File: config.mk
export PLATFORM = sky130hd
export DESIGN_NAME = lcrb_top
export DESIGN_NICKNAME = d
export VERILOG_FILES = /design/src/lcrb_pkg.sv /design/src/lcrb_mf_mux.sv /design/src/lcrb_lane_low.sv /design/src/lcrb_top.sv
export SDC_FILE = /design/constraint.sdc
export NUM_CORES = 1
export LEC_CHECK = 0
export BUFFER_PORTS_ARGS = -buffer_cell sky130_fd_sc_hd__buf_4
export CAP_MARGIN = 10
export CORE_MARGIN = 2
export CORE_UTILIZATION = 40
export CTS_CLUSTER_SIZE = 40
export DETAILED_ROUTE_END_ITERATION = 16
export PLACE_DENSITY_LB_ADDON = 0.2
export REMOVE_ABC_BUFFERS = 1
export SLEW_MARGIN = 5
export SYNTH_ARGS = -nofsm -noshare
export SYNTH_HDL_FRONTEND = slang
export SYNTH_SLANG_ARGS = --single-unit
File: constraint.sdc
create_clock -name sys_clk_in -period 1.6 [get_ports sys_clk_in]
set_clock_uncertainty 0.15 [all_clocks]
set_input_delay 0.08 -clock sys_clk_in [delete_from_list [all_inputs] [get_ports sys_clk_in]]
set_output_delay 0.08 -clock sys_clk_in [all_outputs]
set_load 0.02 [all_outputs]
File: src/lcrb_pkg.sv
// shared constants, types and helpers for the lane configuration register bank
package lcrb_pkg;

  // ----------------------------------------
  // register bus
  // ----------------------------------------
  localparam int ADDR_W = 5;
  localparam int DATA_W = 16;
  localparam logic [4:0] LANE_B_ADDR = 5'h12;
  localparam logic [4:0] LANE_C_ADDR = 5'h13;
  localparam logic [15:0] RD_IDLE = 16'h0000;

  // ----------------------------------------
  // field positions in a lane register
  // ----------------------------------------
  localparam int RSV_HI = 15;
  localparam int RSV_LO = 12;
  localparam int BIT_CTC = 11;
  localparam int BIT_MF_HI = 10;
  localparam int BIT_MF_LO = 9;
  localparam int BIT_LOS = 8;
  localparam int BIT_CFG1 = 7;
  localparam int BIT_CFG0 = 6;
  localparam int BIT_EMPH_HI = 5;
  localparam int BIT_EMPH_LO = 4;
  localparam int BIT_LOOP = 3;
  localparam int BIT_PRBS = 2;
  localparam int BIT_ALIGN = 1;
  localparam int BIT_PD = 0;

  // field positions in the control register (register 0)
  localparam int CTRL0_LOOP = 14;
  localparam int CTRL0_PD = 11;

  // ----------------------------------------
  // reset values
  // ----------------------------------------
  localparam logic [6:0] LOW_RST = 7'h02;
  localparam logic [4:0] UPPER_RST = 5'h02;
  localparam logic [3:0] STRAP_RST = 4'h0;

  // ----------------------------------------
  // types
  // ----------------------------------------
  typedef enum logic [1:0] {
    MF_IOSTD = 2'b00,
    MF_COMMA = 2'b01,
    MF_LOS   = 2'b10,
    MF_PRBS  = 2'b11
  } lcrb_mf_e;

  typedef struct packed {
    logic cfg0;
    logic emph_bit_high;
    logic emph_bit_low;
    logic loopback;
    logic selftest;
    logic align;
    logic power_down;
  } lcrb_low_s;

  typedef struct packed {
    logic ctc;
    lcrb_mf_e mf_sel;
    logic los_det;
    logic cfg1;
  } lcrb_upper_s;

  typedef struct packed {
    logic io_hstl;
    logic comma_det;
    logic signal_lost;
    logic prbs_pass;
  } lcrb_stat_s;

  // a strap held high freezes the stored bit
  function automatic logic strap_wr(input logic strap, input logic stored, input logic wbit);
    strap_wr = strap ? stored : wbit;
  endfunction

  // a strap held high reads back as one
  function automatic logic strap_rd(input logic strap, input logic stored);
    strap_rd = strap | stored;
  endfunction

endpackage

File: src/lcrb_mf_mux.sv
// multifunction pin source select for one lane
`timescale 1ns/1ps
module lcrb_mf_mux (
  // clock and reset
  input wire logic sys_clk_in,
  input wire logic rst_in,
  // select and sources
  input wire lcrb_pkg::lcrb_mf_e sel_in,
  input wire lcrb_pkg::lcrb_stat_s stat_in,
  // pin
  output logic pin_out
);
  import lcrb_pkg::*;

  logic pin_d;
  logic pin_q;

  always_comb begin
    case (sel_in)
      MF_IOSTD: pin_d = stat_in.io_hstl;
      MF_COMMA: pin_d = stat_in.comma_det;
      MF_LOS: pin_d = stat_in.signal_lost;
      MF_PRBS: pin_d = stat_in.prbs_pass;
      default: pin_d = 1'b0;
    endcase
  end

  always_ff @(posedge sys_clk_in) begin
    if (rst_in) begin
      pin_q <= 1'b0;
    end else begin
      pin_q <= pin_d;
    end
  end

  assign pin_out = pin_q;
endmodule // lcrb_mf_mux

File: src/lcrb_lane_low.sv
// low seven control bits of one lane register
`timescale 1ns/1ps
module lcrb_lane_low (
  // clock and reset
  input wire logic sys_clk_in,
  input wire logic rst_in,
  // write side
  input wire logic wr_in,
  input wire logic [6:0] wdata_in,
  // synchronised straps and globals
  input wire logic cfg0_strap_in,
  input wire logic selftest_strap_in,
  input wire logic align_pin_in,
  input wire logic [15:0] global_cfg_in,
  input wire logic [15:0] ctrl0_in,
  // views
  output logic [6:0] rd_bits_out,
  output lcrb_pkg::lcrb_low_s eff_out
);
  import lcrb_pkg::*;

  lcrb_low_s reg_q;
  lcrb_low_s eff_q;
  lcrb_low_s rd_v;

  always_ff @(posedge sys_clk_in) begin
    if (rst_in) begin
      reg_q <= LOW_RST;
    end else if (wr_in) begin
      reg_q <= wdata_in;
      reg_q.cfg0 <= strap_wr(cfg0_strap_in, reg_q.cfg0, wdata_in[BIT_CFG0]);
      reg_q.selftest <= strap_wr(selftest_strap_in, reg_q.selftest, wdata_in[BIT_PRBS]);
    end
  end

  always_comb begin
    rd_v = reg_q;
    rd_v.cfg0 = strap_rd(cfg0_strap_in, reg_q.cfg0);
    rd_v.selftest = strap_rd(selftest_strap_in, reg_q.selftest);
  end

  always_ff @(posedge sys_clk_in) begin
    if (rst_in) begin
      eff_q <= '0;
    end else begin
      eff_q.cfg0 <= rd_v.cfg0 | global_cfg_in[BIT_CFG0];
      eff_q.emph_bit_high <= reg_q.emph_bit_high | global_cfg_in[BIT_EMPH_HI];
      eff_q.emph_bit_low <= reg_q.emph_bit_low | global_cfg_in[BIT_EMPH_LO];
      eff_q.loopback <= reg_q.loopback | ctrl0_in[CTRL0_LOOP];
      eff_q.selftest <= rd_v.selftest | global_cfg_in[BIT_PRBS];
      eff_q.align <= reg_q.align & align_pin_in & global_cfg_in[BIT_ALIGN];
      eff_q.power_down <= reg_q.power_down | ctrl0_in[CTRL0_PD];
    end
  end

  assign rd_bits_out = rd_v;
  assign eff_out = eff_q;
endmodule // lcrb_lane_low

File: src/lcrb_top.sv
// lane configuration register bank: lane c full register, lane b low bits
//
// Our own choice: strobed register access.
`timescale 1ns/1ps
module lcrb_top (
  // clock and reset
  input wire logic sys_clk_in,
  input wire logic rst_in,
  // register port
  input wire logic [lcrb_pkg::ADDR_W-1:0] addr_in,
  input wire logic [lcrb_pkg::DATA_W-1:0] wdata_in,
  input wire logic wr_in,
  input wire logic rd_in,
  output logic [lcrb_pkg::DATA_W-1:0] rdata_out,
  // global configuration and control registers
  input wire logic [15:0] global_cfg_in,
  input wire logic [15:0] ctrl0_in,
  // strap pins
  input wire logic cfg_strap_low_in,
  input wire logic cfg_strap_high_in,
  input wire logic selftest_strap_in,
  input wire logic align_enable_pin_in,
  // lane c status sources
  input wire lcrb_pkg::lcrb_stat_s lane_c_stat_in,
  // effective controls
  output lcrb_pkg::lcrb_upper_s lane_c_upper_out,
  output lcrb_pkg::lcrb_low_s lane_c_low_out,
  output lcrb_pkg::lcrb_low_s lane_b_low_out,
  output logic lane_c_multi_pin_out
);
  import lcrb_pkg::*;

  // ----------------------------------------
  // strap synchronisers
  // ----------------------------------------
  // order: align, selftest, cfg high, cfg low
  logic [3:0] strap_meta_q;
  logic [3:0] strap_q;
  logic cfg_low_s;
  logic cfg_high_s;
  logic selftest_s;
  logic align_s;

  always_ff @(posedge sys_clk_in) begin
    if (rst_in) begin
      strap_meta_q <= STRAP_RST;
      strap_q <= STRAP_RST;
    end else begin
      strap_meta_q <= {align_enable_pin_in, selftest_strap_in, cfg_strap_high_in, cfg_strap_low_in};
      strap_q <= strap_meta_q;
    end
  end

  assign cfg_low_s = strap_q[0];
  assign cfg_high_s = strap_q[1];
  assign selftest_s = strap_q[2];
  assign align_s = strap_q[3];

  // ----------------------------------------
  // address decode
  // ----------------------------------------
  logic wr_c;
  logic wr_b;
  logic rd_c;
  logic rd_b;

  assign wr_c = wr_in && (addr_in == LANE_C_ADDR);
  assign wr_b = wr_in && (addr_in == LANE_B_ADDR);
  assign rd_c = rd_in && (addr_in == LANE_C_ADDR);
  assign rd_b = rd_in && (addr_in == LANE_B_ADDR);

  // ----------------------------------------
  // lane c upper field, bits 11:7
  // ----------------------------------------
  // bits 15:12 have no storage, so writes there vanish
  lcrb_upper_s upper_q;
  lcrb_upper_s upper_rd;
  lcrb_upper_s upper_eff_q;

  always_ff @(posedge sys_clk_in) begin
    if (rst_in) begin
      upper_q <= UPPER_RST;
    end else if (wr_c) begin
      upper_q.ctc <= wdata_in[BIT_CTC];
      upper_q.mf_sel <= lcrb_mf_e'(wdata_in[BIT_MF_HI:BIT_MF_LO]);
      upper_q.los_det <= wdata_in[BIT_LOS];
      upper_q.cfg1 <= strap_wr(cfg_high_s, upper_q.cfg1, wdata_in[BIT_CFG1]);
    end
  end

  always_comb begin
    upper_rd = upper_q;
    upper_rd.cfg1 = strap_rd(cfg_high_s, upper_q.cfg1);
  end

  // effective values, registered so outputs never glitch
  always_ff @(posedge sys_clk_in) begin
    if (rst_in) begin
      upper_eff_q <= '0;
    end else begin
      upper_eff_q.ctc <= upper_q.ctc | global_cfg_in[BIT_CTC];
      upper_eff_q.mf_sel <= lcrb_mf_e'(upper_q.mf_sel | global_cfg_in[BIT_MF_HI:BIT_MF_LO]);
      upper_eff_q.los_det <= upper_q.los_det & global_cfg_in[BIT_LOS];
      upper_eff_q.cfg1 <= upper_rd.cfg1 | global_cfg_in[BIT_CFG1];
    end
  end

  assign lane_c_upper_out = upper_eff_q;

  // ----------------------------------------
  // low seven bits of both lanes
  // ----------------------------------------
  logic [6:0] c_low_rd;
  logic [6:0] b_low_rd;

  lcrb_lane_low u_lane_c_low (
    .sys_clk_in(sys_clk_in),
    .rst_in(rst_in),
    .wr_in(wr_c),
    .wdata_in(wdata_in[6:0]),
    .cfg0_strap_in(cfg_low_s),
    .selftest_strap_in(selftest_s),
    .align_pin_in(align_s),
    .global_cfg_in(global_cfg_in),
    .ctrl0_in(ctrl0_in),
    .rd_bits_out(c_low_rd),
    .eff_out(lane_c_low_out)
  );

  // lane b carries only the low field in this bank
  lcrb_lane_low u_lane_b_low (
    .sys_clk_in(sys_clk_in),
    .rst_in(rst_in),
    .wr_in(wr_b),
    .wdata_in(wdata_in[6:0]),
    .cfg0_strap_in(cfg_low_s),
    .selftest_strap_in(selftest_s),
    .align_pin_in(align_s),
    .global_cfg_in(global_cfg_in),
    .ctrl0_in(ctrl0_in),
    .rd_bits_out(b_low_rd),
    .eff_out(lane_b_low_out)
  );

  // ----------------------------------------
  // multifunction pin
  // ----------------------------------------
  lcrb_mf_mux u_mf_c (
    .sys_clk_in(sys_clk_in),
    .rst_in(rst_in),
    .sel_in(upper_eff_q.mf_sel),
    .stat_in(lane_c_stat_in),
    .pin_out(lane_c_multi_pin_out)
  );

  // ----------------------------------------
  // read path
  // ----------------------------------------
  logic [15:0] rd_view;
  logic [15:0] rdata_q;

  always_comb begin
    case (addr_in)
      LANE_C_ADDR: rd_view = {4'h0, upper_rd, c_low_rd};
      LANE_B_ADDR: rd_view = {9'h000, b_low_rd};
      default: rd_view = RD_IDLE;
    endcase
  end

  // data valid only in the cycle after the strobe
  always_ff @(posedge sys_clk_in) begin
    if (rst_in) begin
      rdata_q <= RD_IDLE;
    end else begin
      rdata_q <= rd_in ? rd_view : RD_IDLE;
    end
  end

  assign rdata_out = rdata_q;
endmodule // lcrb_top

==> impl_metrics.yaml <==
timing:
  period_share: 0.933
  setup_viol: 0
  period_minus_slack_ps: 1490
  final_hold_viol_count: 0
  slew_violations: 0
  fmax_ghz: 0.670
  final.setup.worst_slack_ps: 108
  rsz0062_at_grt: "no"
synthesis:
  synth_area_sq_mm: 0.00207
  synth.most_common_cell: "dfxtp_1"
  synth_cell_types: 28
  yosys-top-cells-count: "59 x dfxtp_1, 40 x nor2_1, 15 x mux2i_1, 12 x nand2b_1, 11 x nor2b_1"
  synth.area.top_cells: "dfxtp_1 57%, mux2i_1 7.3%, nor2_1 7.3%"
  yosysSeqAreaShare: 0.571
  syn_inst: 212
  ys_warn_count: 0
  synth_seq_cells: 59
  post-synth-top-area-cell: "dfxtp_1"
  synthFlopType: "dfxtp_1"
  syn_area_per_cell_sq_um: 9.76
  async_flop_share: 0
  yosys.area.top_type_share: 0.571
  synth_edf_count: 0
cts:
  htree_num_levels: 3
  cts_buffers: 9
  clock_latency_ps: 330
  cts_sinks: 59
  cts_tree: "built"
  clockBufferDepth: 2
  root_buffer: "clkbuf_8"
  clkTransAtPathRegs_ps: 60
  cts_setup_buffers: 0
floorplan:
  die_w_um: 75.9
  dieHeight_um: 75.9
  rows: 26
  initial_core_util: 0.410
  io_pins: 101
  die-area_sq_mm: 0.00577
  core_sq_mm: 0.00504
pwr:
  power_frac_comb: 0.112
  p_seq_frac: 0.476
  p_sw_frac: 0.230
  ir_drop_mv: 0.720
  p_switching_uw: 738
  p_per_area_mw_per_mm2: 985
  p_int_mw: 2.47
  pwr-share-clk: 0.412
  p_leak_nw: 1.48
run_status:
  outcome: "finished clean"
final_layout:
  antennaDiodeCount: 0
  areaGrowthSynthToFinish_pct: 57.2
  design_area_sq_mm: 0.00325
  drive_above_1_share: 0.300
  fin_nets: 390
hold_path:
  hp-class: "in2reg"
routing:
  drt_first_pass_iters: 4
  drt_iter0_drc: 99
  drc_errors: 0
  wirelength_mm: 5.01
  via_per_inst: 4.55
  ant_nets: 0
  post_drt_wl_per_cell_um: 12.5
  vias: 1820
placed_design:
  place_area_sq_mm: 0.00268
  gp_congestion: 0.715
  dp_hpwl_mm: 3.09
  place_ws_ps: 104
  portBuffers: 72
global_route:
  grt_overflow: 0
  grt_max_degree: 31
  antenna_found_initial: 0
  grt_pass1_wl_mm: 8.11
  grt_pass1_vias: 1785
  grtUsageTotal: 0.181
worst_setup_path:
  arrival_ps: 1550
  start_kind: "input pin"
  cp-end-kind: "register"
  critPathKind: "in2reg"
  worstPathMaxFanout: 30
  worstPathRequired_ps: 1660
flow_run:
  max_cap_violations: 0
==> registers in the layout (all words and copies together), names as in the netlist <==
name	count
rdata_out	12
u_lane_b_low.eff_out	7
u_mf_c.pin_out	1
strap_q	4
lane_c_upper_out	5
u_lane_b_low.reg_q	2
u_lane_c_low.eff_out	7
upper_q	5
u_lane_b_low.rd_bits_out	5
strap_meta_q	4
u_lane_c_low.reg_q	2
u_lane_c_low.rd_bits_out	5
==> power by group through the flow <==
stage / logic, mW / registers (mW) / clock network [mW]
after CTS: 0.358 / 1.52 / 1.34
after floorplan: 0.0756 / 1.59 / 0
final: 0.359 / 1.53 / 1.32
after global placement: 0.281 / 1.56 / 0
after global routing: 0.389 / 1.53 / 1.42
after detailed placement: 0.284 / 1.56 / 0
==> cell type report <==
type	count	area (sq um)
Multi-Input combinational cell	138	823
Timing Repair Buffer	116	963
Clock buffer	11	141
Fill cell	446	1790
Sequential cell	59	1180
Inverter	1	3.75
Clock inverter	5	52.6
Tap cell	70	87.6
==> through the flow <==
stage / cells / util / setup TNS, ps / hold WS (ps) / total power, mW
after global placement: 347 / 0.532 / 0 / 134 / 1.84
after detailed placement: 347 / 0.532 / 0 / 140 / 1.84
after CTS: 400 / 0.644 / 0 / 39.9 / 3.23
final: 400 / 0.645 / 0 / 42.5 / 3.20
after global routing: 400 / 0.645 / 0 / 64.2 / 3.34
after floorplan: 198 / - / -759 / -0.934 / 1.67
==> layout by cell type (no fill, tap or decap) <==
cell / count
a211oi_1: 1
a21oi_1: 10
a21oi_2: 1
and3_1: 5
and4b_1: 2
buf_4: 79
bufinv_16: 1
clkbuf_1: 1
clkbuf_8: 10
clkinv_2: 3
clkinvlp_4: 1
conb_1: 4
dfxtp_1: 59
dlygate4sd3_1: 37
inv_1: 1
mux2i_1: 15
mux4_2: 1
nand2_1: 2
nand2b_1: 12
nand3_1: 8
nand3_2: 1
nand4_1: 2
nand4b_1: 3
nor2_1: 40
nor2b_1: 11
nor3_1: 6
nor3b_2: 1
o211a_1: 1
o21ai_0: 7
o31ai_1: 3
or3_1: 1
or3b_4: 1
==> path summary, 6_finish.rpt <==
check / from / end / slack, ps / cells after the start
min reg2reg: strap_meta_q[3] / strap_q[3] / 290 / 1
max reg2reg: upper_q[2] / lane_c_upper_out[2] / 280 / 3
max: rst_in / lane_c_upper_out[2] / 110 / 4
min: lane_c_stat_in[0] / u_mf_c.pin_out / 40 / 3
==> cell families after synthesis <==
logic type,share of synthesized area
AND/OR/NAND/NOR,0.238
flip-flops,0.571
AO/OA/AOI/OAI,0.0647
buffers and inverters,0.0417
multiplexers,0.0834
other,0.00181
==> worst max-delay path, cell delays in order <==
cell and delay [ps]:
dlygate4sd3_1 520, buf_4 280, nor2_1 90, dlygate4sd3_1 570
==> metal layers <==
metal / track usage / wire length [um]
met1: 0.196 / 2050
met2: 0.318 / 2610
met3: 0.0452 / 230
met4: 0.113 / 123
met5: 0 / 0
==> what timing repair did <==
item / CTS / global route
hold buffers: 37 / 0
endpoints found under the setup margin: 0 / 1
endpoints found under the hold margin: 49 / 0
gates resized for setup: 0 / 1
Note: power is estimated with default switching activity, not from simulation.
